## config.mk

```make
export PLATFORM = sky130hd
export DESIGN_NAME = wrs_supervisor
export DESIGN_NICKNAME = d
export VERILOG_FILES = /design/src/wrs_pkg.sv /design/src/wrs_supervisor.sv /design/src/wrs_sync.sv
export SDC_FILE = /design/constraint.sdc
export NUM_CORES = 1
export LEC_CHECK = 0
export BUFFER_PORTS_ARGS = -buffer_cell sky130_fd_sc_hd__buf_2
export CAP_MARGIN = 20
export CELL_PAD_IN_SITES_DETAIL_PLACEMENT = 0
export CELL_PAD_IN_SITES_GLOBAL_PLACEMENT = 1
export CORE_MARGIN = 2
export CORE_UTILIZATION = 43
export CTS_BUF_LIST = sky130_fd_sc_hd__clkbuf_4 sky130_fd_sc_hd__clkbuf_8
export DETAILED_ROUTE_END_ITERATION = 8
export HOLD_SLACK_MARGIN = 0.15
export PLACE_DENSITY_LB_ADDON = 0.1
export SLEW_MARGIN = 5
export SYNTH_ARGS = -nofsm -noshare
export SYNTH_HDL_FRONTEND = slang
export SYNTH_HIERARCHICAL = 1
export SYNTH_SLANG_ARGS = --single-unit
```

## constraint.sdc

```tcl
create_clock -name i_ref_clk -period 5.25 [get_ports i_ref_clk]
set_clock_uncertainty 0.15 [all_clocks]
set_input_delay 0.2625 -clock i_ref_clk [delete_from_list [all_inputs] [get_ports i_ref_clk]]
set_output_delay 0.2625 -clock i_ref_clk [all_outputs]
set_load 0.01 [all_outputs]
```

## src/wrs_pkg.sv

```systemverilog
// constants shared by the watchdog reset supervisor
package wrs_pkg;
    // ------------------------------------------------
    // bus
    // ------------------------------------------------
    localparam int          AXI_AW      = 8;
    localparam logic [1:0]  RESP_OKAY   = 2'h0;
    localparam logic [1:0]  RESP_SLVERR = 2'h2;
    // ------------------------------------------------
    // register offsets
    // ------------------------------------------------
    localparam logic [7:0]  OFS_CTRL     = 8'h00;
    localparam logic [7:0]  OFS_HOLD     = 8'h04;
    localparam logic [7:0]  OFS_PERIOD   = 8'h08;
    localparam logic [7:0]  OFS_STATUS   = 8'h0c;
    localparam logic [7:0]  OFS_IRQ_STAT = 8'h10;
    localparam logic [7:0]  OFS_IRQ_CLR  = 8'h14;
    localparam logic [7:0]  OFS_IRQ_EN   = 8'h18;
    // ------------------------------------------------
    // fields and timing
    // ------------------------------------------------
    localparam int          CTRL_WIN_BIT = 0;
    localparam int          IRQ_W        = 3;
    localparam int          EV_SUPPLY    = 0;
    localparam int          EV_TIMEOUT   = 1;
    localparam int          EV_FAST      = 2;
    localparam int          EXT_SHIFT    = 7;
    localparam int          SH_R8        = 3;
    localparam int          SH_R16       = 4;
    localparam int          SH_R64       = 6;
    localparam int          CNT_W        = 32;
    localparam int          WD_W         = CNT_W + EXT_SHIFT;
    localparam int          PIN_W        = 7;
    // pin order: kick, mr_n, supply low, ext low, ext sel, a, b
    localparam logic [6:0]  PIN_INIT     = 7'h60;
    typedef enum logic {WRS_HOLD, WRS_RUN} wrs_state_e;
endpackage : wrs_pkg

```

## src/wrs_supervisor.sv

```systemverilog
// watchdog reset supervisor with axi4-lite registers
//
// The address map and the AXI4-Lite register port were chosen for this implementation.
`timescale 1ns/1ps
module wrs_supervisor #(
    parameter logic [31:0] P_HOLD_INIT   = 32'h0000_00c8,
    parameter logic [31:0] P_PERIOD_INIT = 32'h0000_03e8
) (
    input  wire logic                       i_ref_clk,
    input  wire logic                       i_rst_b,
    input  wire logic                       i_kick_input,
    input  wire logic                       i_manual_reset_n,
    input  wire logic                       i_supply_low,
    input  wire logic                       i_ext_monitor_low,
    input  wire logic                       i_extended_period_select,
    input  wire logic                       i_ratio_select_a,
    input  wire logic                       i_ratio_select_b,
    output logic                            o_reset_n,
    output logic                            o_irq,
    input  wire logic [wrs_pkg::AXI_AW-1:0] i_s_axi_awaddr,
    input  wire logic                       i_s_axi_awvalid,
    output logic                            o_s_axi_awready,
    input  wire logic [31:0]                i_s_axi_wdata,
    input  wire logic [3:0]                 i_s_axi_wstrb,
    input  wire logic                       i_s_axi_wvalid,
    output logic                            o_s_axi_wready,
    output logic [1:0]                      o_s_axi_bresp,
    output logic                            o_s_axi_bvalid,
    input  wire logic                       i_s_axi_bready,
    input  wire logic [wrs_pkg::AXI_AW-1:0] i_s_axi_araddr,
    input  wire logic                       i_s_axi_arvalid,
    output logic                            o_s_axi_arready,
    output logic [31:0]                     o_s_axi_rdata,
    output logic [1:0]                      o_s_axi_rresp,
    output logic                            o_s_axi_rvalid,
    input  wire logic                       i_s_axi_rready
);
    import wrs_pkg::*;

    // ------------------------------------------------
    // pin synchronisers
    // ------------------------------------------------
    logic [PIN_W-1:0] pins_s;
    logic             kick_s;
    logic             mr_n_s;
    logic             sup_low_s;
    logic             ext_low_s;
    logic             xsel_s;
    logic             sel_a_s;
    logic             sel_b_s;

    wrs_sync #(
        .P_W    (PIN_W),
        .P_INIT (PIN_INIT)
    ) u_sync (
        .i_ref_clk (i_ref_clk),
        .i_rst_b   (i_rst_b),
        .i_async   ({i_kick_input, i_manual_reset_n,
                     i_supply_low, i_ext_monitor_low,
                     i_extended_period_select,
                     i_ratio_select_a, i_ratio_select_b}),
        .o_sync    (pins_s)
    );

    assign {kick_s, mr_n_s, sup_low_s, ext_low_s,
            xsel_s, sel_a_s, sel_b_s} = pins_s;

    // ------------------------------------------------
    // registers and shared signals
    // ------------------------------------------------
    logic             win_r;
    logic [CNT_W-1:0] hold_r;
    logic [CNT_W-1:0] period_r;
    logic [IRQ_W-1:0] irq_stat_r;
    logic [IRQ_W-1:0] irq_en_r;
    logic [IRQ_W-1:0] irq_clr;
    logic [IRQ_W-1:0] ev;
    wrs_state_e       state_r;
    logic [CNT_W-1:0] hold_cnt_r;
    logic [CNT_W-1:0] hold_m1;
    logic [WD_W-1:0]  wd_cnt_r;
    logic [WD_W-1:0]  lim_m1;
    logic [CNT_W-1:0] fast_lim;
    logic             kick_d_r;
    logic             xsel_d_r;
    logic             sel_a_d_r;
    logic             sel_b_d_r;
    logic             cond_d_r;
    logic             cond;
    logic             kick_fall;
    logic             wd_en;
    logic             cfg_chg;
    logic             running;
    logic             slow_hit;
    logic             fast_hit;
    logic             kick_ok;
    logic             wd_fault;

    // ------------------------------------------------
    // edge and change detection
    // ------------------------------------------------
    always_ff @(posedge i_ref_clk) begin
        if (!i_rst_b) begin
            kick_d_r  <= 1'b1;
            xsel_d_r  <= 1'b0;
            sel_a_d_r <= 1'b0;
            sel_b_d_r <= 1'b0;
            cond_d_r  <= 1'b0;
        end else begin
            kick_d_r  <= kick_s;
            xsel_d_r  <= xsel_s;
            sel_a_d_r <= sel_a_s;
            sel_b_d_r <= sel_b_s;
            cond_d_r  <= cond;
        end
    end

    assign kick_fall = kick_d_r && !kick_s;
    assign cond = sup_low_s || ext_low_s || !mr_n_s;

    // ------------------------------------------------
    // reset output sequencer
    // ------------------------------------------------
    // zero hold is treated as one cycle so a pulse always shows
    assign hold_m1 = (hold_r == '0) ? '0 : hold_r - 1'b1;

    always_ff @(posedge i_ref_clk) begin
        if (!i_rst_b) begin
            state_r    <= WRS_HOLD;
            hold_cnt_r <= '0;
        end else if (cond || wd_fault) begin
            state_r    <= WRS_HOLD;
            hold_cnt_r <= '0;
        end else begin
            unique case (state_r)
                WRS_HOLD: begin
                    if (hold_cnt_r >= hold_m1) begin
                        state_r <= WRS_RUN;
                    end else begin
                        hold_cnt_r <= hold_cnt_r + 1'b1;
                    end
                end
                WRS_RUN: begin
                    hold_cnt_r <= '0;
                end
            endcase
        end
    end

    assign o_reset_n = (state_r == WRS_RUN);

    // ------------------------------------------------
    // watchdog
    // ------------------------------------------------
    always_comb begin
        unique case ({sel_a_s, sel_b_s})
            2'b00:   fast_lim = period_r >> SH_R8;
            2'b01:   fast_lim = period_r >> SH_R16;
            2'b11:   fast_lim = period_r >> SH_R64;
            default: fast_lim = '0;
        endcase
    end

    always_comb begin
        if (win_r) begin
            lim_m1  = {{EXT_SHIFT{1'b0}}, period_r} - 1'b1;
            wd_en   = (period_r != '0)
                      && !(sel_a_s && !sel_b_s);
            cfg_chg = (sel_a_s ^ sel_a_d_r)
                      || (sel_b_s ^ sel_b_d_r);
        end else begin
            lim_m1  = (xsel_s ? {period_r, {EXT_SHIFT{1'b0}}}
                       : {{EXT_SHIFT{1'b0}}, period_r})
                      - 1'b1;
            wd_en   = (period_r != '0);
            cfg_chg = xsel_s ^ xsel_d_r;
        end
    end

    // kicks only count while reset is released
    assign running  = wd_en && (state_r == WRS_RUN);
    assign slow_hit = running && (wd_cnt_r >= lim_m1);
    assign fast_hit = running && win_r && kick_fall
                      && (wd_cnt_r < {{EXT_SHIFT{1'b0}},
                                      fast_lim});
    assign kick_ok  = running && kick_fall && !fast_hit;
    // a config change clears the timer and wins over a fault
    assign wd_fault = !cfg_chg
                      && (fast_hit || (slow_hit && !kick_ok));

    always_ff @(posedge i_ref_clk) begin
        if (!i_rst_b) begin
            wd_cnt_r <= '0;
        end else if (!running || kick_ok || cfg_chg
                     || wd_fault || cond) begin
            wd_cnt_r <= '0;
        end else begin
            wd_cnt_r <= wd_cnt_r + 1'b1;
        end
    end

    // ------------------------------------------------
    // interrupts
    // ------------------------------------------------
    always_comb begin
        ev             = '0;
        ev[EV_SUPPLY]  = cond && !cond_d_r;
        ev[EV_TIMEOUT] = wd_fault && !fast_hit;
        ev[EV_FAST]    = wd_fault && fast_hit;
    end

    // a new event wins over a clear in the same cycle
    always_ff @(posedge i_ref_clk) begin
        if (!i_rst_b) begin
            irq_stat_r <= '0;
            o_irq      <= 1'b0;
        end else begin
            irq_stat_r <= (irq_stat_r & ~irq_clr) | ev;
            o_irq      <= |(irq_stat_r & irq_en_r);
        end
    end

    // ------------------------------------------------
    // axi4-lite write
    // ------------------------------------------------
    logic              aw_got_r;
    logic              w_got_r;
    logic [AXI_AW-1:0] waddr_r;
    logic [31:0]       wdata_r;
    logic [3:0]        wstrb_r;
    logic [31:0]       wmask;
    logic [31:0]       wval;
    logic              wr_en;
    logic              wr_map;

    function automatic logic [31:0] strb_mask(
        input logic [3:0] strb
    );
        logic [31:0] m;
        m = '0;
        for (int i = 0; i < 4; i++) begin
            m[i*8 +: 8] = {8{strb[i]}};
        end
        return m;
    endfunction : strb_mask

    assign o_s_axi_awready = !aw_got_r && !o_s_axi_bvalid;
    assign o_s_axi_wready  = !w_got_r && !o_s_axi_bvalid;
    assign wr_en = aw_got_r && w_got_r && !o_s_axi_bvalid;
    assign wmask = strb_mask(wstrb_r);
    assign wval  = wdata_r & wmask;
    assign wr_map = (waddr_r == OFS_CTRL) || (waddr_r == OFS_HOLD)
                    || (waddr_r == OFS_PERIOD)
                    || (waddr_r == OFS_STATUS)
                    || (waddr_r == OFS_IRQ_STAT)
                    || (waddr_r == OFS_IRQ_CLR)
                    || (waddr_r == OFS_IRQ_EN);
    assign irq_clr = (wr_en && waddr_r == OFS_IRQ_CLR)
                     ? wval[IRQ_W-1:0] : '0;

    always_ff @(posedge i_ref_clk) begin
        if (!i_rst_b) begin
            aw_got_r       <= 1'b0;
            w_got_r        <= 1'b0;
            waddr_r        <= '0;
            wdata_r        <= '0;
            wstrb_r        <= '0;
            o_s_axi_bvalid <= 1'b0;
            o_s_axi_bresp  <= RESP_OKAY;
        end else begin
            if (i_s_axi_awvalid && o_s_axi_awready) begin
                aw_got_r <= 1'b1;
                waddr_r  <= {i_s_axi_awaddr[AXI_AW-1:2], 2'b00};
            end
            if (i_s_axi_wvalid && o_s_axi_wready) begin
                w_got_r <= 1'b1;
                wdata_r <= i_s_axi_wdata;
                wstrb_r <= i_s_axi_wstrb;
            end
            if (wr_en) begin
                aw_got_r       <= 1'b0;
                w_got_r        <= 1'b0;
                o_s_axi_bvalid <= 1'b1;
                o_s_axi_bresp  <= wr_map ? RESP_OKAY : RESP_SLVERR;
            end else if (o_s_axi_bvalid && i_s_axi_bready) begin
                o_s_axi_bvalid <= 1'b0;
            end
        end
    end

    // cycle counts replace the timing capacitors
    always_ff @(posedge i_ref_clk) begin
        if (!i_rst_b) begin
            win_r    <= 1'b0;
            hold_r   <= P_HOLD_INIT;
            period_r <= P_PERIOD_INIT;
            irq_en_r <= '0;
        end else if (wr_en) begin
            if (waddr_r == OFS_CTRL && wstrb_r[0]) begin
                win_r <= wdata_r[CTRL_WIN_BIT];
            end
            if (waddr_r == OFS_HOLD) begin
                hold_r <= (hold_r & ~wmask) | wval;
            end
            if (waddr_r == OFS_PERIOD) begin
                period_r <= (period_r & ~wmask) | wval;
            end
            if (waddr_r == OFS_IRQ_EN && wstrb_r[0]) begin
                irq_en_r <= wdata_r[IRQ_W-1:0];
            end
        end
    end

    // ------------------------------------------------
    // axi4-lite read
    // ------------------------------------------------
    logic [AXI_AW-1:0] raddr;
    logic [31:0]       rmux;
    logic              rmap;

    assign o_s_axi_arready = !o_s_axi_rvalid;
    assign raddr = {i_s_axi_araddr[AXI_AW-1:2], 2'b00};

    always_comb begin
        rmux = '0;
        rmap = 1'b1;
        unique case (raddr)
            OFS_CTRL:     rmux[CTRL_WIN_BIT] = win_r;
            OFS_HOLD:     rmux = hold_r;
            OFS_PERIOD:   rmux = period_r;
            OFS_STATUS:   rmux[2:0] = {win_r, wd_en, !o_reset_n};
            OFS_IRQ_STAT: rmux[IRQ_W-1:0] = irq_stat_r;
            OFS_IRQ_CLR:  rmux = '0;
            OFS_IRQ_EN:   rmux[IRQ_W-1:0] = irq_en_r;
            default:      rmap = 1'b0;
        endcase
    end

    always_ff @(posedge i_ref_clk) begin
        if (!i_rst_b) begin
            o_s_axi_rvalid <= 1'b0;
            o_s_axi_rdata  <= '0;
            o_s_axi_rresp  <= RESP_OKAY;
        end else if (i_s_axi_arvalid && o_s_axi_arready) begin
            o_s_axi_rvalid <= 1'b1;
            o_s_axi_rdata  <= rmux;
            o_s_axi_rresp  <= rmap ? RESP_OKAY : RESP_SLVERR;
        end else if (o_s_axi_rvalid && i_s_axi_rready) begin
            o_s_axi_rvalid <= 1'b0;
        end
    end

    // ------------------------------------------------
    // checks
    // ------------------------------------------------
    logic [CNT_W-1:0] seen_r;

    // cycles of held reset since the last cause
    always_ff @(posedge i_ref_clk) begin
        if (!i_rst_b || cond || wd_fault) begin
            seen_r <= '0;
        end else if (!o_reset_n) begin
            seen_r <= seen_r + 1'b1;
        end
    end
endmodule : wrs_supervisor

```

## src/wrs_sync.sv

```systemverilog
// two-stage synchroniser for asynchronous pin inputs
`timescale 1ns/1ps
module wrs_sync #(
    parameter int         P_W    = 1,
    parameter logic [P_W-1:0] P_INIT = '0
) (
    input  wire logic           i_ref_clk,
    input  wire logic           i_rst_b,
    input  wire logic [P_W-1:0] i_async,
    output logic      [P_W-1:0] o_sync
);
    logic [P_W-1:0] meta_r;

    // first stage feeds only the second stage
    always_ff @(posedge i_ref_clk) begin
        if (!i_rst_b) begin
            meta_r <= P_INIT;
            o_sync <= P_INIT;
        end else begin
            meta_r <= i_async;
            o_sync <= meta_r;
        end
    end
endmodule : wrs_sync

```

==> results, run 1 <==
- The final wirelength is slightly above 50000 um.
- For the pin with the worst max-slew slack, the measured transition is just over 0.9 ns.
- STA classifies the critical path startpoint as a flip-flop.
- The global-route usage over all layers is 0.265.
- By area the synthesized netlist is led by sky130_fd_sc_hd__dfxtp_1 (31%), sky130_fd_sc_hd__ha_1 (8.3%), sky130_fd_sc_hd__nand2_1 (6.3%).
- In this run the clock root is driven by a sky130_fd_sc_hd__clkbuf_8.
- The violation count after the first detailed-route iteration is 1235.
- The residual antenna-violating net count after detailed routing is 0.
- The horizontal die dimension is 196 um.
- Counting distinct cell types in the post-synthesis netlist gives 72.
- The area added between synthesis and finish is 17.7%.
- TritonCTS built the clock tree.
- The worst setup path is captured at a flip-flop.
- The number of placement rows is 70.
- The number of filler instances in the final layout is 3558.
- The area share of fa/ha/maj cells after synthesis is 0.0827.
- The mapped netlist covers 15900 um^2.
- The synthesis warning total is 6.
- The maximum number of buffers from clock root to sink is 3.
- The routed layout has 15400 vias.
- The mux cell area share after synthesis is 0.0426.
- In the final layout, the share of cells above drive strength 1 is 0.132.
- The instance count of the mapped netlist is around 2000.
- The number of enable-type register cells in the synthesized netlist is 0.
- The complex-gate fraction of the synthesized area is 0.173.
- The commonest cells after synthesis are sky130_fd_sc_hd__nand2_1 (265), sky130_fd_sc_hd__dfxtp_1 (243), sky130_fd_sc_hd__nor2_1 (191), sky130_fd_sc_hd__clkbuf_1 (132), sky130_fd_sc_hd__nand3_1 (128).
- The floorplan step defined a die boundary enclosing 38500 um^2.
- In this run the number of H-tree levels came out at 2.
- Setup violations remaining at the end of the flow were counted as 0.
- In this run the count of I/O pins placed on the die edge is 109.
- The commonest register cell after synthesis is sky130_fd_sc_hd__dfxtp_1.
- The vertical die dimension is 196 um.
- The post-synthesis xor/xnor area fraction is 0.0656.
- At the worst endpoint, the arrival time is 5.42 ns.
- The hold path startpoint is i_s_axi_wvalid.
- The main combinational cell family by area after synthesis is simple AND/OR/NAND/NOR gates.
- The first-pass iteration count of the detailed router is 6.
- The maximum clock frequency is 199 MHz.
- The uppermost layer routed is met4.
- The initial utilization of the core area, before any placement, comes to 0.435.
- The wire length on met3 is 2970 um.
- After detailed routing, the number of remaining DRC violations is 0.
- Counting tap cells, the placed design contains a total of 2520 instances.
- For this run, the post-layout net count is 2343.
- The number of endpoints with negative hold slack in the final report is 0.
- Once layout is complete, the cells apart from fillers number between 2000 and 3000.
- Data on the critical path is required at its endpoint by 5.66 ns.
- After clock tree synthesis, the clock-pin slew on the worst setup and hold paths is 0.07 ns.
- The number of I/O port buffers is about 100.
- The areal power density over the cells is 227 nW/um^2.
- The clock insertion delay at the later pin of the skew report is 0.64 ns.
- Across the run, the number of max-cap violations was 0.
- The smallest clock period supported by the final layout is computed as 5.02 ns.
- The async set-or-reset flop fraction in the synthesized netlist is 0.
- The logic depth of the worst register-to-register path is 16.
- The number of clock sinks is approximately 240.
- The worst-case vdd ir drop is 0.261 mV.
- The run finished with clean final reports.
- In the detailed route, the total length drawn on met2 is 22800 um.
- The share of the cycle needed by the critical path after routing is 0.955.
- The worst hold path class is in -> reg.
- Of all nets on the critical path, the largest fanout is 65.
- The number of slew-limit violations in the final report is 0.
- The share of synthesized area in the top cell type comes to 0.306.
- For this run, the register share of the synthesized area comes to 0.306.
- In the routed layout, each cell is associated on average with a via count of 5.77.
- The number of antenna violations at the first check in global routing came to 0.
- The standard cell core area is about 37000 um^2.
- In this run the tightest slew margin relative to its limit is 0.381.
- The total congestion overflow is 0.
- The leading cell type by number of instances after synthesis is sky130_fd_sc_hd__nand2_1.
- The type of the worst setup path is reg -> reg.
- The core occupancy in the finished layout is 0.512.
- The worst hold path was traced through 5 stages.
- The congestion estimate from routability-driven global placement came to about 0.87.
- Counting the buffers created by CTS gives 44.
- The via count of the first global-routing pass is 14400.
- Entering global routing, the biggest net connects 132 pins.
- A synthesized cell averages 7.81 um^2.
- The synthesized-area fraction occupied by and/or/nand/nor cells is 0.286.
- In the final routed layout, each cell accounts on average for 19.2 um.
- Summed over all instances, the cell type with the most area after synthesis is sky130_fd_sc_hd__dfxtp_1.
- The post-DP HPWL is 36900 um.
- The total inserted antenna cells is 0.
- The first global-routing pass estimated around 80000 um of wire.
- The flop and latch count out of synthesis is 243.
- The routed metal-1 wire length is 23900 um.
- The leakage power is 0.00728 uW.
-- area by class of cell --
cell class,count,area (um^2),area share
repair buffers,242,1800,0.0965
clock inverters,6,101,0.00542
flip-flops and latches,243,4870,0.260
clock buffers,67,835,0.0446
multi-input cells,1613,10400,0.556
inverters,28,105,0.00562
well taps,468,586,0.0313
-- report_power, final --
group          switching, uW  internal (uW)
sequential              54.7           1900
combinational            187            161
clock                    839           1110
-- stage by stage --
step | total power, uW | area, um^2 | TNS [ns] | worst slack, ns | hold slack, ns
2_1_floorplan | 2170 | 15900 | 0 | 0.115 | 0.209
3_3_place_gp | 2290 | 17000 | 0 | 0.219 | 0.242
3_5_place_dp | 2290 | 17000 | 0 | 0.137 | 0.247
4_1_cts | 4300 | 18600 | 0 | 0.0663 | 0.152
5_1_grt | 4420 | 18700 | -0.0387 | -0.0316 | 0.197
6_report | 4250 | 18700 | 0 | 0.234 | 0.184
-- cells by family (layout without fill, tap and decap cells) --
| logic type | Yosys count | after routing |
|---|---|---|
| mux | 67 | 67 |
| fa+ha+maj | 105 | 105 |
| compound gates | 412 | 412 |
| other cells | 1 | 2 |
| simple gates | 908 | 908 |
| flops | 243 | 243 |
| buf+inv | 179 | 343 |
| xor+xnor | 119 | 119 |
-- path summary, 6_finish.rpt --
kind,endpoint,slack (ns)
worst min register to register,u_sync/o_sync[5],0.26
worst max-delay path,hold_cnt_r[27],0.23
worst min-delay path,wdata_r[7],0.18
worst max register to register,hold_cnt_r[27],0.23
-- cells in the final DEF, fill, tap and decap left out, types with 27 or more instances in the layout --
| master | n |
|---|---|
| sky130_fd_sc_hd__nor3b_1 | 32 |
| sky130_fd_sc_hd__clkbuf_8 | 53 |
| sky130_fd_sc_hd__buf_4 | 64 |
| sky130_fd_sc_hd__dlygate4sd3_1 | 73 |
| sky130_fd_sc_hd__ha_1 | 105 |
| sky130_fd_sc_hd__nand4_1 | 38 |
| sky130_fd_sc_hd__a21oi_1 | 112 |
| sky130_fd_sc_hd__buf_2 | 101 |
| sky130_fd_sc_hd__xor2_1 | 71 |
| sky130_fd_sc_hd__dfxtp_1 | 240 |
| sky130_fd_sc_hd__mux2i_1 | 62 |
| sky130_fd_sc_hd__nand2_1 | 264 |
| sky130_fd_sc_hd__nor3_1 | 44 |
| sky130_fd_sc_hd__xnor2_1 | 48 |
| sky130_fd_sc_hd__nor4_1 | 30 |
| sky130_fd_sc_hd__o21ai_0 | 60 |
| sky130_fd_sc_hd__inv_1 | 28 |
| sky130_fd_sc_hd__nor2_1 | 191 |
| sky130_fd_sc_hd__nand3_1 | 128 |
| sky130_fd_sc_hd__or4_1 | 31 |
| sky130_fd_sc_hd__a21boi_0 | 96 |
| sky130_fd_sc_hd__o31ai_1 | 27 |
| sky130_fd_sc_hd__a221oi_1 | 36 |
-- critical path, cell delays in order, from the launching register on --
cell and delay, ns:
sky130_fd_sc_hd__dfxtp_1 0.36, sky130_fd_sc_hd__or4_4 0.52, sky130_fd_sc_hd__or4_4 0.44, sky130_fd_sc_hd__or2_1 0.28, sky130_fd_sc_hd__or3_4 0.39, sky130_fd_sc_hd__or4_1 0.44
sky130_fd_sc_hd__xnor2_1 0.25, sky130_fd_sc_hd__nand2_1 0.10, sky130_fd_sc_hd__ha_1 0.28, sky130_fd_sc_hd__nand2_1 0.07, sky130_fd_sc_hd__o21ai_0 0.08, sky130_fd_sc_hd__a221oi_1 0.29
sky130_fd_sc_hd__o22a_1 0.19, sky130_fd_sc_hd__o41ai_2 0.09, sky130_fd_sc_hd__buf_12 0.21, sky130_fd_sc_hd__or4b_2 0.63, sky130_fd_sc_hd__a21oi_1 0.15
-- repair_timing --
action,CTS,global route
buffers inserted,0,0
gates resized for setup,0,7
hold buffers,73,0
endpoints found under the setup margin,0,50
endpoints found under the hold margin,86,0
-- routing by layer --
metal  up-vias  global-route usage
li1       7601                   -
met1      7269               0.369
met2       431               0.421
met3        91              0.0416
met4         0              0.0797
met5         -                   0
No activity file was read; power rests on OpenSTA's default activity.
==> inputs of run 2 (changes only) <==
Settings changed: RECOVER_POWER set to 100, SETUP_SLACK_MARGIN set to 0.3, SLEW_MARGIN 5 to not set.
==> run 2 against run 1 <==
Net effect:
- the flow now finishes with violations (capacitance limit, slew limit)
- clock power fell by 7%
- sequential share of layout area fell by 0.47 points
- non-clock buffer count rose by 28
- highest routed layer unchanged
==> results, run 2 (synthesized netlist as in run 1, its figures left out) <==
- In this run the tightest slew margin relative to its limit is -0.342.
- The later pin in the worst-skew pair is clocked with a latency of 0.65 ns.
- The tree is rooted in a sky130_fd_sc_hd__clkbuf_8.
- The H-tree level count is 2.
- The net switching power is between 1000 and 1500 uW.
- Of the available clock period, the critical path in the final layout requires 0.930.
- The flow ran to the end, but the final reports show violations.
- The part of the total power dissipated in the clock network is 0.441.
- The critical path ends at hold_cnt_r[23].
- The area added between synthesis and finish is 19.8%.
- For this run, global-route usage on met3 was measured as 0.0474.
- In the layout the commonest cells are sky130_fd_sc_hd__nand2_1 (263), sky130_fd_sc_hd__dfxtp_1 (240), sky130_fd_sc_hd__nor2_1 (191).
- The design internal power is 3040 uW.
- The worst-case IR drop observed on VDD is 0.221 mV.
- The clock tree from TritonCTS is built.
- The type of the worst setup path is reg -> reg.
- After detailed routing, the number of vias per cell comes to approximately 5.8.
- The met1 track utilization from global routing is 0.364.
- The number of slew-limit violations in the final report was between 200 and 300.
- The residual antenna-violating net count after detailed routing is 0.
- Of the total power, registers draw 0.475.
- The endpoint required time on the critical path is 5.64 ns.
- The endpoint of the worst-slack reg-to-reg timing path is hold_cnt_r[23].
- No sink is reached through more buffers than the 3 on the longest clock path.
- In the final layout, the share of cells above drive strength 1 is 0.137.
- The worst endpoint data arrival time is 5.27 ns.
- Across all hold checks on the routed design, the worst slack comes to around 0.20 ns.
- The share of total power in combinational logic is 0.084.
- The worst setup path is launched from a flip-flop.
- The total congestion overflow is 0.
- Entering global routing, the biggest net connects 125 pins.
- After detailed routing, the average wire length per cell comes to between 15 and 20 um.
- The max-cap violation count is 5.
- The floorplan die area is 38500 um^2.
- From left edge to right edge, the die measures 196 um.
- The post-route worst setup slack is 0.368 ns.
- For this configuration, the core starts out at a cell density of 0.435.
- The HPWL after detailed placement is 37500 um.
- Derived from the worst setup path, the maximum achievable clock frequency is 205 MHz.
- The post-layout minimum cycle time is 4.88 ns.
- The checks that failed: capacitance limit, slew limit.
- The number of antenna violations at the first check in global routing is 2.
- The routing usage on met2 is 0.446.
- 109 I/O pins were placed.
- Setup violations remaining at the end of the flow were counted as 0.
- In this run the worst path has a maximum fanout of 6.
- The via count of the first global-routing pass is 14800.
- The detailed router finished its first iteration with 946 violations.
- For this run, design rule violations remaining after detail routing come to 0.
- The number of clock sinks is roughly 240.
- The placement-stage worst setup slack is between 0.2 and 0.25 ns.
- The routability-driven placement congestion ratio is 0.878.
- The number of endpoints with negative hold slack in the final report is 0.
- Leaving out fill and tap cells, the most frequent cell in the layout is sky130_fd_sc_hd__nand2_1.
- The worst setup path is captured at a flip-flop.
- The final wirelength is 53500 um.
- After clock tree synthesis, the clock-pin slew on the worst setup and hold paths is 0.06 ns.
- The worst hold path belongs to the class in -> reg.
- The register-to-register setup slack is around 0.37 ns.
- The number of clock buffers added by TritonCTS is 44.
- Setup repair after global routing could not meet its margin everywhere.
- The net switching fraction of the power is 0.262.
- The global-route usage over all layers is 0.273.
- For the pin with the worst max-slew slack, the measured transition is 2.01 ns.
- The first detailed-routing pass took 6 iterations.
- The number of nets at the end of the flow is 2371.
- The final cell count without fillers is approximately 2700.
- The areal power density over the cells is 216 nW/um^2.
- The total placed cells including tap cells is 2532.
- The number of I/O port buffers is ~100.
- The vertical die dimension is 196 um.
- The most congested layer reported by global routing is met2.
- The number of cells on the worst reg-to-reg path is 14.
- The standard cell core area is approximately 37000 um^2.
- The first-pass GRT wire length is 83100 um.
- The sum of negative setup slack is 0 ns.
- After floorplanning, the core was divided into 70 placement rows.
- For this block, the via count after detailed routing is around 16000.
- In this run the static leakage power is 0.00730 uW.
[run 2: cell count changes in the layout (fill, tap and decap cells not counted), moves of 4 or more]
| cell | previous run | this run |
|---|---|---|
| sky130_fd_sc_hd__a21oi_1 | 112 | 104 |
| sky130_fd_sc_hd__buf_2 | 101 | 59 |
| sky130_fd_sc_hd__buf_6 | 0 | 5 |
| sky130_fd_sc_hd__a21oi_2 | 0 | 8 |
| sky130_fd_sc_hd__clkbuf_1 | 0 | 46 |
| sky130_fd_sc_hd__nor4_1 | 30 | 26 |
| sky130_fd_sc_hd__buf_4 | 64 | 77 |
[run 2: layer usage]
layer  share of wire  up-vias
met5               0        -
met4           0.033        0
met3           0.061      103
met2            0.45      479
met1            0.45     7385
li1                -     7658
[run 2: critical path, stage by stage, from the launching register on]
cell	delay (ns)
sky130_fd_sc_hd__dfxtp_1	0.34
sky130_fd_sc_hd__or4_4	0.51
sky130_fd_sc_hd__or4_4	0.44
sky130_fd_sc_hd__or4_1	0.56
sky130_fd_sc_hd__or3_4	0.42
sky130_fd_sc_hd__nor3_2	0.14
sky130_fd_sc_hd__mux2i_1	0.23
sky130_fd_sc_hd__ha_1	0.29
sky130_fd_sc_hd__and4_1	0.26
sky130_fd_sc_hd__nand4_1	0.17
sky130_fd_sc_hd__o22a_1	0.21
sky130_fd_sc_hd__o41ai_4	0.12
sky130_fd_sc_hd__clkbuf_16	0.18
sky130_fd_sc_hd__or4b_2	0.61
sky130_fd_sc_hd__a21oi_1	0.15
[run 2: worst min path at each step]
stage	from	to	slack, ns	cells after the start
final	i_s_axi_wvalid	wdata_r[5]	0.20	5
after global routing	i_s_axi_wvalid	wdata_r[0]	0.21	5
after CTS	i_s_axi_wvalid	wdata_r[2]	0.16	5
after detailed placement	u_sync/meta_r[5]	u_sync/o_sync[5]	0.24	1
after global placement	u_sync/meta_r[5]	u_sync/o_sync[5]	0.24	1
after floorplan	i_manual_reset_n	u_sync/meta_r[5]	0.21	1
[run 2: cell type report]
type                       instances  area, um^2
multi-input combinational       1613       10600
inverter                          28         105
clock buffer                      65         807
sequential                       243        4870
antenna                            2        5.00
tap                              468         586
clock inverter                     7        56.3
timing repair buffer             270        2000
fill                            3589       17500
[run 2: through the flow]
step	total power [uW]	utilization	cell area, um^2
final	4120	0.521	19000
after global routing	4290	0.521	19000
after CTS	4170	0.514	18800
after detailed placement	2300	0.467	17100
after global placement	2290	0.467	17100
after floorplan	2170	-	15900
[run 2: power by group through the flow]
stage | logic, uW | clock network [uW] | registers (uW)
after global routing | 383 | 1950 | 1960
after floorplan | 201 | 0 | 1970
final | 347 | 1820 | 1950
after CTS | 346 | 1870 | 1950
after global placement | 302 | 0 | 1990
after detailed placement | 304 | 0 | 1990
[run 2: timing repair]
action                                 4_1_cts  5_1_grt
gates resized for setup                      9       60
setup buffers                                5        7
pin swaps                                    0       11
cloned                                       3        3
endpoints found under the hold margin       96        0
hold buffers                                72        0
setup endpoints to repair                   17       73
